$ cat src/afs_pkg.sv
// Package with the constants, types and state codes of the almost-full flag bus scanner.
//
// Contract
// - Mode pin sampled at reset: high polled.
// - Direct: strobe edge shows addressed quadrant.
// - Polled: one quadrant per edge, wrap.
// - Sync high only while quadrant one shown.
// - Token pulses when final quadrant loaded.
// - Token input starts own quadrant sequence.
// - Address: 3-bit device, 5-bit queue.
// - Respond only when upper address matches identity.
// - Identity captured at reset, held stable.
// - Any identity order, master any identity.
package afs_pkg;

  // Queue address layout.
  localparam int AFS_ADDR_W = 8;
  localparam int AFS_ID_W = 3;
  localparam int AFS_QIDX_W = 5;
  localparam int AFS_ID_LSB = 5;
  localparam int AFS_QUAD_LSB = 3;

  // Flag bus geometry.
  localparam int AFS_FLAG_BUS_W = 8;
  localparam int AFS_NUM_QUADS = 4;
  localparam int AFS_QUAD_W = 2;
  localparam logic [1:0] AFS_QUAD_FIRST = 2'h0;
  localparam logic [1:0] AFS_QUAD_LAST = 2'h3;

  // Edges after reset release until the strap synchronisers hold pin values.
  localparam logic [1:0] AFS_STRAP_SETTLE = 2'h2;

  // Width of the synchronised pin bundle: mode, master, strobe, identity and both addresses.
  localparam int AFS_PIN_W = 3 + AFS_ID_W + 2 * AFS_ADDR_W;

  // Straps captured once after master reset.
  typedef struct packed {
    logic polled;
    logic master;
    logic [AFS_ID_W-1:0] id;
  } afs_straps_t;

  // Result of a queue address decode.
  typedef struct packed {
    logic hit;
    logic [AFS_QIDX_W-1:0] index;
  } afs_qsel_t;

  // Polled scan states, one-hot.
  typedef enum logic [1:0] {
    AFS_ST_WAIT = 2'b01,
    AFS_ST_SCAN = 2'b10
  } afs_scan_state_t;

endpackage

$ cat src/afs_sync2.sv
// Two-flop synchroniser for a bundle of static or slow pin levels.
`timescale 1ns/1ps
module afs_sync2 #(
  parameter int W = 1
) (
  // Clock and reset.
  input wire logic i_clk,
  input wire logic i_rstn,
  // Pin levels and their synchronised copy.
  input wire logic [W-1:0] i_async,
  output logic [W-1:0] o_sync
);

  logic [W-1:0] meta;

  // The first stage feeds only the second stage, to keep metastability contained.
  always_ff @(posedge i_clk or negedge i_rstn) begin
    if (!i_rstn) begin
      meta <= '0;
      o_sync <= '0;
    end else begin
      meta <= i_async;
      o_sync <= meta;
    end
  end

endmodule // afs_sync2

$ cat src/afs_addr_decode.sv
// Registered queue address decoder that compares the device field with the identity.
`timescale 1ns/1ps
module afs_addr_decode import afs_pkg::*; (
  // Clock and reset.
  input wire logic i_clk,
  input wire logic i_rstn,
  // Address, identity and enable.
  input wire logic [AFS_ADDR_W-1:0] i_addr,
  input wire logic [AFS_ID_W-1:0] i_id,
  input wire logic i_en,
  // Decoded selection.
  output afs_qsel_t o_sel
);

  // Upper bits pick the device, lower bits the queue inside it.
  always_ff @(posedge i_clk or negedge i_rstn) begin
    if (!i_rstn) begin
      o_sel <= '0;
    end else begin
      o_sel.hit <= i_en && (i_addr[AFS_ADDR_W-1:AFS_ID_LSB] == i_id);
      o_sel.index <= i_addr[AFS_QIDX_W-1:0];
    end
  end
endmodule // afs_addr_decode

$ cat src/afs_flag_scan.sv
// Almost-full flag bus scanner: direct and polled quadrant display with token chaining.
`timescale 1ns/1ps
module afs_flag_scan import afs_pkg::*; #(
  parameter int FLAG_W = AFS_FLAG_BUS_W,
  parameter int QUADS = AFS_NUM_QUADS
) (
  // Clock and master reset.
  input wire logic i_clk,
  input wire logic i_rstn,
  // Straps, sampled after master reset.
  input wire logic i_flag_bus_mode_sel,
  input wire logic i_master_device,
  input wire logic [AFS_ID_W-1:0] i_chain_identity_pins,
  // Flag bus pins.
  input wire logic i_full_side_quadrant_strobe,
  input wire logic i_full_side_token_in,
  // Queue address buses.
  input wire logic [AFS_ADDR_W-1:0] i_write_queue_addr,
  input wire logic [AFS_ADDR_W-1:0] i_read_queue_addr,
  // Internal status from the queue core, same clock.
  input wire logic [FLAG_W*QUADS-1:0] i_almost_full_flags,
  input wire logic i_program_done,
  // Flag bus outputs.
  output logic [FLAG_W-1:0] o_almost_full_status_bus,
  output logic o_almost_full_bus_own,
  output logic o_full_side_scan_sync,
  output logic o_full_side_token_out,
  // Mode and queue selection for the rest of the device.
  output logic o_polled_mode,
  output afs_qsel_t o_write_sel,
  output afs_qsel_t o_read_sel
);

  // Elaboration check: the scan sequencer and quadrant field are fixed at four quadrants.
  if (QUADS != AFS_NUM_QUADS || FLAG_W < 1) begin : g_bad_param
    $error("afs_flag_scan supports exactly four quadrants and a nonzero bus width.");
  end

  // Synchronised pins.
  logic [AFS_PIN_W-1:0] pins_raw;
  logic [AFS_PIN_W-1:0] pins_s;
  logic mode_s;
  logic master_s;
  logic [AFS_ID_W-1:0] id_s;
  logic strobe_s;
  logic [AFS_ADDR_W-1:0] waddr_s;
  logic [AFS_ADDR_W-1:0] raddr_s;

  // Captured straps.
  logic [1:0] settle;
  logic straps_valid;
  afs_straps_t straps;

  // Scan control.
  afs_scan_state_t state;
  afs_scan_state_t next_state;
  logic [AFS_QUAD_W-1:0] shown_quad;
  logic [AFS_QUAD_W-1:0] next_shown_quad;
  logic token_prev;
  logic token_rise;
  logic master_kick_done;
  logic scan_start;
  logic strobe_d;
  logic dir_load;
  logic [FLAG_W-1:0] quad_flags [QUADS];

  // The token comes from a neighbour on this same clock, so it skips the synchroniser;
  // that keeps the handoff to one edge and lets a looped device wrap without a gap.
  assign pins_raw = {i_flag_bus_mode_sel, i_master_device, i_chain_identity_pins,
                     i_full_side_quadrant_strobe,
                     i_write_queue_addr, i_read_queue_addr};

  // Slow pins cross two flops; this adds two cycles of latency to the strobe.
  afs_sync2 #(.W(AFS_PIN_W)) u_pin_sync (
    .i_clk(i_clk),
    .i_rstn(i_rstn),
    .i_async(pins_raw),
    .o_sync(pins_s)
  );

  assign {mode_s, master_s, id_s, strobe_s, waddr_s, raddr_s} = pins_s;

  // Count edges after release so that the synchronisers hold real pin levels.
  always_ff @(posedge i_clk or negedge i_rstn) begin
    if (!i_rstn) begin
      settle <= '0;
    end else if (settle != AFS_STRAP_SETTLE) begin
      settle <= settle + 2'h1;
    end
  end

  // Straps are taken once; later pin changes are ignored by design.
  always_ff @(posedge i_clk or negedge i_rstn) begin
    if (!i_rstn) begin
      straps <= '0;
      straps_valid <= 1'b0;
    end else if (!straps_valid && settle == AFS_STRAP_SETTLE) begin
      straps.polled <= mode_s;
      straps.master <= master_s;
      straps.id <= id_s;
      straps_valid <= 1'b1;
    end
  end

  // Write and read address decoders; any identity value 0..7 is accepted.
  afs_addr_decode u_wr_dec (
    .i_clk(i_clk),
    .i_rstn(i_rstn),
    .i_addr(waddr_s),
    .i_id(straps.id),
    .i_en(straps_valid),
    .o_sel(o_write_sel)
  );

  afs_addr_decode u_rd_dec (
    .i_clk(i_clk),
    .i_rstn(i_rstn),
    .i_addr(raddr_s),
    .i_id(straps.id),
    .i_en(straps_valid),
    .o_sel(o_read_sel)
  );

  // Split the flag vector into quadrants of one bus width each.
  for (genvar q = 0; q < QUADS; q++) begin : g_quad
    assign quad_flags[q] = i_almost_full_flags[q*FLAG_W +: FLAG_W];
  end

  // Token edge detect and one-time master kick that starts the first scan.
  always_ff @(posedge i_clk or negedge i_rstn) begin
    if (!i_rstn) begin
      token_prev <= 1'b0;
      master_kick_done <= 1'b0;
    end else begin
      token_prev <= i_full_side_token_in;
      if (scan_start) begin
        master_kick_done <= 1'b1;
      end
    end
  end

  assign token_rise = i_full_side_token_in && !token_prev;
  // A token from the preceding device, or the master's own kick, starts a scan.
  assign scan_start = straps_valid && straps.polled && (state == AFS_ST_WAIT) &&
                      (token_rise || (straps.master && !master_kick_done));

  // Strobe is delayed one cycle to line up with the registered write decode.
  always_ff @(posedge i_clk or negedge i_rstn) begin
    if (!i_rstn) begin
      strobe_d <= 1'b0;
    end else begin
      strobe_d <= strobe_s;
    end
  end

  // Direct selection waits for programming to finish; strobe_d is ignored while i_program_done is low.
  assign dir_load = straps_valid && !straps.polled && strobe_d && i_program_done;

  // Next state and next quadrant of the scan.
  always_comb begin
    next_state = state;
    next_shown_quad = shown_quad;
    case (state)
      AFS_ST_WAIT: begin
        if (scan_start) begin
          next_state = AFS_ST_SCAN;
          next_shown_quad = AFS_QUAD_FIRST;
        end else if (dir_load && o_write_sel.hit) begin
          next_shown_quad = o_write_sel.index[AFS_QIDX_W-1:AFS_QUAD_LSB];
        end
      end
      AFS_ST_SCAN: begin
        next_shown_quad = shown_quad + 2'h1;
        if (next_shown_quad == AFS_QUAD_LAST) begin
          next_state = AFS_ST_WAIT;
        end
      end
      default: begin
        next_state = AFS_ST_WAIT;
        next_shown_quad = AFS_QUAD_FIRST;
      end
    endcase
  end

  // Scan state and shown quadrant registers.
  always_ff @(posedge i_clk or negedge i_rstn) begin
    if (!i_rstn) begin
      state <= AFS_ST_WAIT;
      shown_quad <= AFS_QUAD_FIRST;
    end else begin
      state <= next_state;
      shown_quad <= next_shown_quad;
    end
  end

  // The bus refreshes every edge so that live flag changes of the shown quadrant appear.
  always_ff @(posedge i_clk or negedge i_rstn) begin
    if (!i_rstn) begin
      o_almost_full_status_bus <= '0;
    end else begin
      o_almost_full_status_bus <= quad_flags[next_shown_quad];
    end
  end

  // Sync marks quadrant one, token marks the last; each lasts one cycle.
  always_ff @(posedge i_clk or negedge i_rstn) begin
    if (!i_rstn) begin
      o_full_side_scan_sync <= 1'b0;
      o_full_side_token_out <= 1'b0;
    end else begin
      o_full_side_scan_sync <= scan_start;
      o_full_side_token_out <= (state == AFS_ST_SCAN) &&
                               (next_shown_quad == AFS_QUAD_LAST);
    end
  end

  // Bus ownership: the selected device in direct mode, or during its own four quadrants.
  always_ff @(posedge i_clk or negedge i_rstn) begin
    if (!i_rstn) begin
      o_almost_full_bus_own <= 1'b0;
      o_polled_mode <= 1'b0;
    end else begin
      o_polled_mode <= straps_valid && straps.polled;
      if (straps.polled) begin
        o_almost_full_bus_own <= (next_state == AFS_ST_SCAN) ||
                                 (state == AFS_ST_SCAN);
      end else if (dir_load) begin
        o_almost_full_bus_own <= o_write_sel.hit;
      end
    end
  end
endmodule // afs_flag_scan

$ cat config.mk
export PLATFORM = sky130hd
export DESIGN_NAME = afs_flag_scan
export DESIGN_NICKNAME = d
export VERILOG_FILES = /design/src/afs_pkg.sv /design/src/afs_sync2.sv /design/src/afs_addr_decode.sv /design/src/afs_flag_scan.sv
export SDC_FILE = /design/constraint.sdc
export NUM_CORES = 1
export LEC_CHECK = 0
export BUFFER_PORTS_ARGS = -buffer_cell sky130_fd_sc_hd__buf_2
export CAP_MARGIN = 20
export CELL_PAD_IN_SITES_DETAIL_PLACEMENT = 1
export CELL_PAD_IN_SITES_GLOBAL_PLACEMENT = 2
export CORE_UTILIZATION = 34
export CTS_CLUSTER_SIZE = 30
export DETAILED_ROUTE_END_ITERATION = 10
export MAX_ROUTING_LAYER = met4
export PLACE_DENSITY = 0.77
export RECOVER_POWER = 50
export SLEW_MARGIN = 10
export SYNTH_ARGS = -nofsm -noshare
export SYNTH_HDL_FRONTEND = slang
export SYNTH_HIERARCHICAL = 1
export SYNTH_SLANG_ARGS = --single-unit
$ cat constraint.sdc
create_clock -name i_clk -period 2.4 [get_ports i_clk]
set_input_delay 0.24 -clock i_clk [delete_from_list [all_inputs] [get_ports i_clk]]
set_output_delay 0.24 -clock i_clk [all_outputs]
set_load 0.01 [all_outputs]
==> metrics.md, run 1 <==
| Metric | Value |
|---|---|
| Vias in the first global route | `1895` |
| Synthesized netlist net count | `250` |
| Die ar. | `8731 um2` |
| Fin area | `3830 um2` |
| Post-cts resize count | `0` |
| GRT Util Overall | `14.40%` |
| DRT antenna net count | `0` |
| VDD IR max | `0.0004579 V` |
| Hold-fix buffers, CTS | `24` |
| CP startpoint kind | `flop` |
| Final Max Tran Viols | `0` |
| Status | `completed` |
| PwrDens | `783.6 nW/um2` |
| Syn avg cell area | `15.12 um2` |
| DRT iter0 DRCs | `20` |
| PortBufs | `81` |
| Post-CTS Setup Inserts | `0` |
| Routed wire length | `5635 um` |
| YS warnings | `6` |
| Ys flop type | `dfrtp_1` |
| Die Wd | `93.44 um` |
| Root Buffer | `clkbuf_8` |
| EDFF count, synth | `0` |
| Die boundary height | `93.44 um` |
| Top-count cell post-synth | `dfrtp_1` |
| Critical path arrival | `2150 ps` |
| Clock Latency Late Sink | `340 ps` |
| Largest net degree at the start of global routing | `40` |
| Dpl hpwl | `3828 um` |
| Synthesis-to-finish area growth | `34.73%` |
| Antenna fix cells | `0` |
| Most used cell, CP | `inv_1` |
| Fillers | `800` |
| Crit. End Element | `flop` |
| Wire per inst | `13.68 um` |
| NumNets Final | `367` |
| Async SR Flop Fraction | `100.0%` |
| Slew @ Worst Pin | `1020 ps` |
| Cell Chain, Critical Path | `inv_1, ha_1, inv_1, o2111a_1, nor2_1, a211oi_1, a21oi_1` |
| Dpl cells | `372` |
| # IOs | `82` |
| Netlist cell types | `32` |
| CTS sink count | `83` |
| Placeable Area | `7888 um2` |
| Reg2reg setup slack | `450 ps` |
| Initial Utilization | `36.04%` |
| Unrepaired setup endpoints after global routing | `no` |
| CTS tree | `done` |
| Synth top area share | `72.18%` |
| DR pass1 iterations | `4` |
| Routed vias | `1823` |
| First-pass GRT wire length | `9011 um` |
| Normalized max-slew margin | `31.99%` |
| Max incr delay on CP | `560 ps` |
| Area after DPL | `3395 um2` |
| Crit Path Max Fanout | `8` |
| Sequential area share after synthesis | `73.11%` |
| Vias/cell | `4.425` |
| # setup viols final | `0` |
| Share of layout cells above drive strength 1 | `36.77%` |
| DRC | `0` |
| Worst hold path type | `primary input to flop` |
| Post-Syn Area | `2843 um2` |
| Design Power | `0.003001 W` |
| WS Path Type | `flop to flop` |
| TNS Setup | `0 ps` |
| Reg clk slew, reported paths | `90 ps` |
| Seq cells post-synth | `83` |
| Final clock skew | `6.012 ps` |
| Crit path max-delay cell type | `dfstp_2` |
| Initial antenna violation count | `0` |
| Data required time at the worst endpoint | `2610 ps` |
| Max Cap Viol | `0` |
| H-tree Lvls | `3` |
| Largest area contributor in the netlist | `dfrtp_1` |
| Final Hold Viols | `0` |
| Synth Instances | `188` |
| Synth top cells by count | `82 x dfrtp_1, 11 x nand2_1, 10 x a21oi_1, 10 x nor2_1, 9 x mux2i_1` |
| Final non-filler cell total | `412` |
| Leak Pwr | `1.796 nW` |
| Ranking of synthesized cells by area | `dfrtp_1 72%, mux2i_1 3.2%, xnor2_1 2.2%` |
| Fin crit share | `81.16%` |
| Num CTS Buffers | `9` |
| Clock period minus worst slack | `1948 ps` |
| GRT Residual Overflow | `0` |
| Fmax | `0.5134 GHz` |
| RD Place Congestion | `0.7912` |
| Max clock buf depth | `2` |
| Row Count | `32` |
-- final cells by class --
cell class                      count  area, um2  area share, %
Sequential cell                    83       2078          54.26
Timing Repair Buffer              107      671.9          17.54
Clock buffer                       10      127.6          3.332
Multi-Input combinational cell     96      723.2          18.88
Inverter                            8      30.03         0.7841
Clock inverter                      6      71.32          1.862
Tap cell                          102      127.6          3.332
-- through the flow --
step                      hold WS (ps)  utilization, %  setup WS, ps
after global routing             149.2           48.56         259.3
after detailed placement         262.7           43.04         401.7
after CTS                        149.9           48.60         405.3
after global placement           262.3           43.04         483.8
after floorplan                 -55.59               -         660.5
final                            165.9           48.56         452.2
-- worst max-delay path: cells and delay by family (launching register included) --
family / cells / cell delay (ps)
flip-flops: 1 / 560
AO/OA/AOI/OAI: 3 / 610
buffers and inverters: 2 / 180
AND/OR/NAND/NOR: 1 / 80
adder cells (fa/ha/maj): 1 / 380
-- flip-flops by register name (all words and copies together) (netlist names), 2 cells and up --
register                  cells
o_almost_full_status_bus      8
settle                        2
shown_quad                    2
state                         2
straps                        5
u_pin_sync/meta              22
u_pin_sync/o_sync            22
u_rd_dec/o_sel                6
u_wr_dec/o_sel                6
-- layout by cell type, fill, tap and decap left out, drive strengths merged, types with 2 or more instances in the layout --
cell	n
a211oi	8
a21oi	12
and4	2
buf	81
clkbuf	12
clkinvlp	2
dfrtp	82
dlygate4sd3	24
ha	4
inv	11
mux2	5
mux2i	9
nand2	12
nand2b	3
nand3	2
nor2	10
nor2b	4
nor3	2
o211ai	3
o21a	3
o21ai	5
xnor2	7
-- final timing paths --
path                                          from                     endpoint  cells past startpoint
max                                       state[0]  o_almost_full_status_bus[1]                      7
max reg2reg                               state[0]  o_almost_full_status_bus[1]                      7
min                        i_almost_full_flags[12]  o_almost_full_status_bus[4]                      3
min in group asynchronous                   i_rstn                    straps[3]                      2
max in group asynchronous                   i_rstn           u_pin_sync/meta[4]                      3
min reg2reg                    u_pin_sync/meta[20]        u_pin_sync/o_sync[20]                      0
-- report_power, final --
| part | switching, W | internal, W |
|---|---|---|
| Sequential | 0.0000481 | 0.00151 |
| Clock | 0.000512 | 0.000492 |
| Combinational | 0.000246 | 0.000196 |
| Total | 0.000806 | 0.00219 |
-- routing by layer --
| metal | wire (um) | up-vias | part of all wire (%) | track usage (%) |
|---|---|---|---|---|
| met3 | 267 | 8 | 4.7 | 3.008 |
| met2 | 2981 | 48 | 53 | 25.06 |
| li1 | - | 871 | - | - |
| met1 | 2316 | 896 | 41 | 15.72 |
| met4 | 70 | 0 | 1.2 | 6.923 |
| met5 | 0 | - | 0 | - |
-- kinds of logic (layout without fill, tap and decap cells) --
group / after synthesis / count (layout) / share of synthesized area, %
AO/OA/AOI/OAI: 33 / 33 / 8.891
AND/OR/NAND/NOR: 38 / 38 / 7.483
multiplexers: 14 / 14 / 5.150
adder cells (fa/ha/maj): 4 / 4 / 1.761
flip-flops: 83 / 83 / 73.11
XOR/XNOR: 7 / 7 / 2.157
buffers and inverters: 9 / 131 / 1.452
No activity file was read; power rests on OpenSTA's default activity.
==> inputs of run 2 (changes only) <==
--- a/config.mk
+++ b/config.mk
@@ -9,11 +9,11 @@
 export CAP_MARGIN = 20
 export CELL_PAD_IN_SITES_DETAIL_PLACEMENT = 1
 export CELL_PAD_IN_SITES_GLOBAL_PLACEMENT = 2
-export CORE_UTILIZATION = 34
+export CORE_UTILIZATION = 31
 export CTS_CLUSTER_SIZE = 30
 export DETAILED_ROUTE_END_ITERATION = 10
 export MAX_ROUTING_LAYER = met4
-export PLACE_DENSITY = 0.77
+export PLACE_DENSITY = 0.74
 export RECOVER_POWER = 50
 export SLEW_MARGIN = 10
 export SYNTH_ARGS = -nofsm -noshare
==> constraint.sdc (replaced) <==
create_clock -name i_clk -period 1.6 [get_ports i_clk]
set_input_delay 0.16 -clock i_clk [delete_from_list [all_inputs] [get_ports i_clk]]
set_output_delay 0.16 -clock i_clk [all_outputs]
set_load 0.01 [all_outputs]
==> run 2 against run 1 <==
Effect of this change: the run now ends with DRC, setup timing left; cell count is 5.8% higher; highest routed layer unchanged; design area is 7.1% higher; via count is 6.4% higher; clock power is 40% higher; critical path type unchanged.
==> metrics.md, run 2 (synthesis gave the netlist of run 1 again) <==
| Metric | Value |
|---|---|
| Status | `finished, violations left` |
| Violated checks | `DRC, setup timing` |
| Unrepaired setup endpoints after global routing | `yes` |
| Normalized max-slew margin | `51.55%` |
| Final non-filler cell total | `436` |
| Hold Worst Slack | `87.06 ps` |
| Critical path arrival | `1930 ps` |
| Psw | `0.001353 W` |
| WS Path Type | `flop to flop` |
| NumNets Final | `385` |
| Reg clk slew, reported paths | `100 ps` |
| Dpl hpwl | `3971 um` |
| Reg power frac | `50.4%` |
| Final Hold Viols | `0` |
| Row Count | `34` |
| Clock Latency Late Sink | `350 ps` |
| Die Wd | `97.76 um` |
| Max clock buf depth | `2` |
| Fin util | `46.59%` |
| Fin crit share | `105.7%` |
| First-pass GRT wire length | `9653 um` |
| Share of layout cells above drive strength 1 | `46.04%` |
| DRT iter0 DRCs | `67` |
| Routed wire length | `6154 um` |
| Int Power | `0.003278 W` |
| Synthesis-to-finish area growth | `44.32%` |
| Dpl cells | `389` |
| Initial antenna violation count | `0` |
| Initial Utilization | `32.28%` |
| DRT antenna net count | `0` |
| Commonest cells after routing, fill and taps aside | `82 x dfrtp_1, 80 x buf_2, 24 x dlygate4sd3_1` |
| Vias in the first global route | `2037` |
| H-tree Lvls | `3` |
| Vias/cell | `4.450` |
| Leak Pwr | `1.909 nW` |
| Design Power | `0.004630 W` |
| Die boundary height | `97.76 um` |
| CTS tree | `done` |
| Placeable Area | `8806 um2` |
| # setup viols final | `9` |
| RD Place Congestion | `0.7320` |
| Routed vias | `1940` |
| Largest registers | `u_pin_sync/meta (22), u_pin_sync/o_sync (22), o_almost_full_status_bus (8)` |
| Clock period minus worst slack | `1692 ps` |
| Final Worst Setup Slack | `-91.92 ps` |
| Largest net degree at the start of global routing | `43` |
| TNS Setup | `-592.9 ps` |
| Worst hold path type | `primary input to flop` |
| Root Buffer | `clkbuf_8` |
| Clock power frac | `30.2%` |
| Combinational share of power | `19.3%` |
| Fmax | `0.5910 GHz` |
| Crit. End Element | `flop` |
| DRC | `7` |
| Num CTS Buffers | `9` |
| # IOs | `82` |
| GRT Util Overall | `13.71%` |
| Data required time at the worst endpoint | `1840 ps` |
| GRT Residual Overflow | `0` |
| PortBufs | `81` |
| DR pass1 iterations | `7` |
| Die ar. | `9557 um2` |
| CTS sink count | `83` |
| Crit Path Max Fanout | `4` |
| Final clock skew | `12.74 ps` |
| CP startpoint kind | `flop` |
| VDD IR max | `0.0005287 V` |
| Commonest non-fill, non-tap cell in the layout | `dfrtp_1` |
| Sw frac | `29.22%` |
| Max Cap Viol | `0` |
| Final Max Tran Viols | `0` |
| Wire per inst | `14.11 um` |
| Antenna fix cells | `0` |
| PwrDens | `1129 nW/um2` |
| Slew @ Worst Pin | `726.7 ps` |
run 2: changes by cell type in the layout (fill, tap and decap cells not counted), moves of 3 or more:
cell,delta
a211oi_1,-7
inv_1,-3
a211oi_2,+7
buf_4,+12
run 2: final cells by class:
class | count | area (um2)
fill | 924 | 4703
sequential | 83 | 2078
multi-input combinational | 98 | 842.1
timing repair buffer | 123 | 830.8
tap | 108 | 135.1
clock buffer | 10 | 127.6
clock inverter | 6 | 56.30
inverter | 8 | 32.53
run 2: final timing paths:
| check | to | slack, ps | depth (start not counted) | start |
|---|---|---|---|---|
| max | o_almost_full_status_bus[6] | -90 | 6 | straps_valid |
| min | o_almost_full_status_bus[2] | 90 | 3 | i_almost_full_flags[10] |
| max reg2reg | o_almost_full_status_bus[6] | -90 | 6 | straps_valid |
| min reg2reg | u_pin_sync/o_sync[19] | 350 | 0 | u_pin_sync/meta[19] |
| max in group asynchronous | u_wr_dec/o_sel[4] | 140 | 3 | i_rstn |
| min in group asynchronous | o_almost_full_status_bus[6] | 370 | 2 | i_rstn |
run 2: layer usage:
metal	share of wire (%)	wire length [um]	global-route usage (%)
met1	41	2534	15.24
met2	54	3327	23.40
met3	3.7	229	3.651
met4	1.0	63	5.594
met5	0	0	-
run 2: what timing repair did:
item	CTS	global route
endpoints found under the hold margin	75	0
endpoints found under the setup margin	10	11
setup buffers	0	3
gates cloned	0	4
gates resized for setup	5	18
hold buffers	24	0
pin swaps	7	11
run 2: worst max-delay path, stage by stage (launching register included):
cell and delay (ps):
dfrtp_1 430, nand3_4 130, o21a_4 250, o211ai_4 280, a21oi_2 170, a211oi_1 260, a21oi_1 60
run 2: power groups by stage:
stage / Clock (W) / Combinational, W / Sequential (W)
floorplan: 0 / 0.000380 / 0.00239
global placement: 0 / 0.000747 / 0.00237
detailed placement: 0 / 0.000760 / 0.00237
CTS: 0.00148 / 0.000839 / 0.00234
global route: 0.00156 / 0.000982 / 0.00236
finish: 0.00140 / 0.000895 / 0.00234
run 2: through the flow:
stage	cell area (um2)	setup slack, ps
floorplan	2861	0.9249
global placement	3516	-49.11
detailed placement	3516	-111.9
CTS	3950	-64.14
global route	4103	-183.1
finish	4103	-91.92
==> inputs of run 3 (changes only) <==
--- a/config.mk
+++ b/config.mk
@@ -9,6 +9,7 @@
 export CAP_MARGIN = 20
 export CELL_PAD_IN_SITES_DETAIL_PLACEMENT = 1
 export CELL_PAD_IN_SITES_GLOBAL_PLACEMENT = 2
+export CORE_ASPECT_RATIO = 2
 export CORE_UTILIZATION = 31
 export CTS_CLUSTER_SIZE = 30
 export DETAILED_ROUTE_END_ITERATION = 10
@@ -18,5 +19,4 @@
 export SLEW_MARGIN = 10
 export SYNTH_ARGS = -nofsm -noshare
 export SYNTH_HDL_FRONTEND = slang
-export SYNTH_HIERARCHICAL = 1
 export SYNTH_SLANG_ARGS = --single-unit
==> run 3 against run 2 <==
Effect of this change: the run ends with setup timing left; synthesized cell count unchanged; first-iteration DRC count increased by 3.0%; sequential share of layout area decreased by 3.1 points; clock skew decreased by 3.1 ps; die area increased by 0.16%; cell count unchanged; clock-buffer cell count decreased by 1; synthesized area about the same; fmax increased by 1.2%; design area increased by 6.5%; critical path depth increased by 1; sequential power about the same; largest cell class unchanged.
==> metrics.md, run 3 <==
| Metric | Value |
|---|---|
| Status | `finished, violations left` |
| Violated checks | `setup timing` |
| Wire per inst | `15.28 um` |
| Die Wd | `69.69 um` |
| Max Cap Viol | `0` |
| PortBufs | `81` |
| Row Count | `49` |
| Final non-filler cell total | `436` |
| DR pass1 iterations | `3` |
| Commonest non-fill, non-tap cell in the layout | `dfrtp_1` |
| Root Buffer | `clkbuf_16` |
| Vias in the first global route | `2233` |
| Clock period minus worst slack | `1672 ps` |
| GRT Util Overall | `15.63%` |
| Final Max Tran Viols | `0` |
| Vias/cell | `4.546` |
| Die ar. | `9572 um2` |
| Slew @ Worst Pin | `719.2 ps` |
| Leak Pwr | `2.014 nW` |
| WS Path Type | `flop to flop` |
| CP startpoint kind | `flop` |
| Largest registers | `u_pin_sync.meta (22), u_pin_sync.o_sync (22), o_almost_full_status_bus (8)` |
| CTS sink count | `83` |
| Netlist cell types | `34` |
| Placeable Area | `8951 um2` |
| Fin util | `48.80%` |
| GRT Residual Overflow | `0` |
| YS warnings | `0` |
| Synth top area share | `72.25%` |
| PwrDens | `1282 nW/um2` |
| DRC | `0` |
| VDD IR max | `0.0009703 V` |
| First-pass GRT wire length | `10770 um` |
| Critical path arrival | `1880 ps` |
| Dpl cells | `386` |
| Final clock skew | `9.667 ps` |
| Fmax | `0.5980 GHz` |
| Normalized max-slew margin | `52.05%` |
| Final Worst Setup Slack | `-72.29 ps` |
| Unrepaired setup endpoints after global routing | `yes` |
| Initial antenna violation count | `0` |
| # setup viols final | `8` |
| H-tree Lvls | `3` |
| Commonest cells after routing, fill and taps aside | `82 x dfrtp_1, 80 x buf_2, 24 x dlygate4sd3_1` |
| Fillers | `918` |
| Data required time at the worst endpoint | `1810 ps` |
| Synth top cells by count | `82 x dfrtp_1, 13 x nand2_1, 12 x a21oi_1` |
| Top-count cell post-synth | `dfrtp_1` |
| Ranking of synthesized cells by area | `dfrtp_1 72%, mux2i_1 2.8%, a21oi_1 2.1%` |
| RD Place Congestion | `0.8378` |
| Clock Latency Late Sink | `330 ps` |
| Worst hold path type | `primary input to flop` |
| NumNets Final | `391` |
| Syn avg cell area | `15.11 um2` |
| Seq cells post-synth | `83` |
| Share of layout cells above drive strength 1 | `51.80%` |
| # IOs | `82` |
| Fin crit share | `104.5%` |
| Ys flop type | `dfrtp_1` |
| Dpl hpwl | `4570 um` |
| Largest area contributor in the netlist | `dfrtp_1` |
| Synthesized netlist net count | `250` |
| Crit. End Element | `flop` |
| Num CTS Buffers | `9` |
| DRT antenna net count | `0` |
| Reg clk slew, reported paths | `70 ps` |
| Routed vias | `1982` |
| Max clock buf depth | `2` |
| Routed wire length | `6661 um` |
| Die boundary height | `137.4 um` |
| Post-Syn Area | `2840 um2` |
| Largest net degree at the start of global routing | `35` |
| CTS tree | `done` |
| Crit Path Max Fanout | `10` |
| Synth Instances | `188` |
| Synthesis-to-finish area growth | `53.79%` |
| Sequential area share after synthesis | `73.17%` |
| DRT iter0 DRCs | `69` |
| EDFF count, synth | `0` |
| Initial Utilization | `31.73%` |
| Antenna fix cells | `0` |
| Async SR Flop Fraction | `100.0%` |
| Final Hold Viols | `0` |
[run 3: repair_timing]
item,4_1_cts,5_1_grt
pin swaps,18,6
gates resized for setup,35,7
hold buffers,24,0
endpoints found under the setup margin,10,11
hold endpoints to repair,50,0
buffers inserted,9,0
cloned,1,0
[run 3: critical path: stages (launching register included)]
cell	delay [ps]
dfrtp_1	430
nor2b_4	210
a21oi_2	110
o211ai_4	260
a21oi_4	90
buf_12	160
a211oi_2	220
a21oi_1	60
[run 3: worst paths after layout]
path	startpoint	to	slack, ps	cells after the start
max	straps[4]	o_almost_full_status_bus[1]	-70	7
min	i_almost_full_flags[11]	o_almost_full_status_bus[3]	100	3
max reg2reg	straps[4]	o_almost_full_status_bus[1]	-70	7
min reg2reg	u_pin_sync.o_sync[11]	u_wr_dec.o_sel[3]	340	0
max in group asynchronous	i_rstn	state[0]	160	3
min in group asynchronous	i_rstn	o_almost_full_status_bus[7]	420	2
[run 3: kinds of logic (layout without fill, tap and decap cells)]
logic type | Yosys count | in the layout | synth area share, %
AO/OA/AOI/OAI | 34 | 34 | 9.604
XOR/XNOR | 7 | 7 | 2.159
adder cells (fa/ha/maj) | 4 | 4 | 1.762
buffers and inverters | 7 | 153 | 1.189
flip-flops | 83 | 83 | 73.17
multiplexers | 13 | 13 | 4.802
AND/OR/NAND/NOR | 40 | 40 | 7.313
[run 3: layer usage]
metal,track usage (%),part of all wire (%)
met5,-,0
met4,7.778,2.6
met3,4.097,4.8
met2,28.26,56
met1,15.34,36
[run 3: metrics by stage]
step           hold WS [ps]  setup WS (ps)  power (W)  instance area (um2)  TNS (ps)
2_1_floorplan        -135.6          14.17   0.002834                 2858         0
3_3_place_gp          106.4         -71.87   0.003227                 3527    -435.7
3_5_place_dp          111.6         -142.7   0.003252                 3527    -982.9
4_1_cts               98.38         -38.15   0.005631                 4347    -207.2
5_1_grt               105.1         -141.3   0.005857                 4368     -3231
6_report              99.34         -72.29   0.005598                 4368    -442.3
[run 3: cell type report]
cell class	count	area, um2	area share [%]
clock buffer	9	225.2	5.156
clock inverter	7	73.82	1.690
inverter	6	25.02	0.5729
multi-input combinational	98	907.1	20.77
sequential	83	2078	47.58
tap	102	127.6	2.922
timing repair buffer	131	930.9	21.31
[run 3: where the power goes]
group	internal, W	leakage (nW)	switching, W
sequential	0.00227	0.975	0.0000744
clock	0.00122	0.146	0.000846
combinational	0.000611	0.893	0.000583
total	0.00409	2.01	0.00150
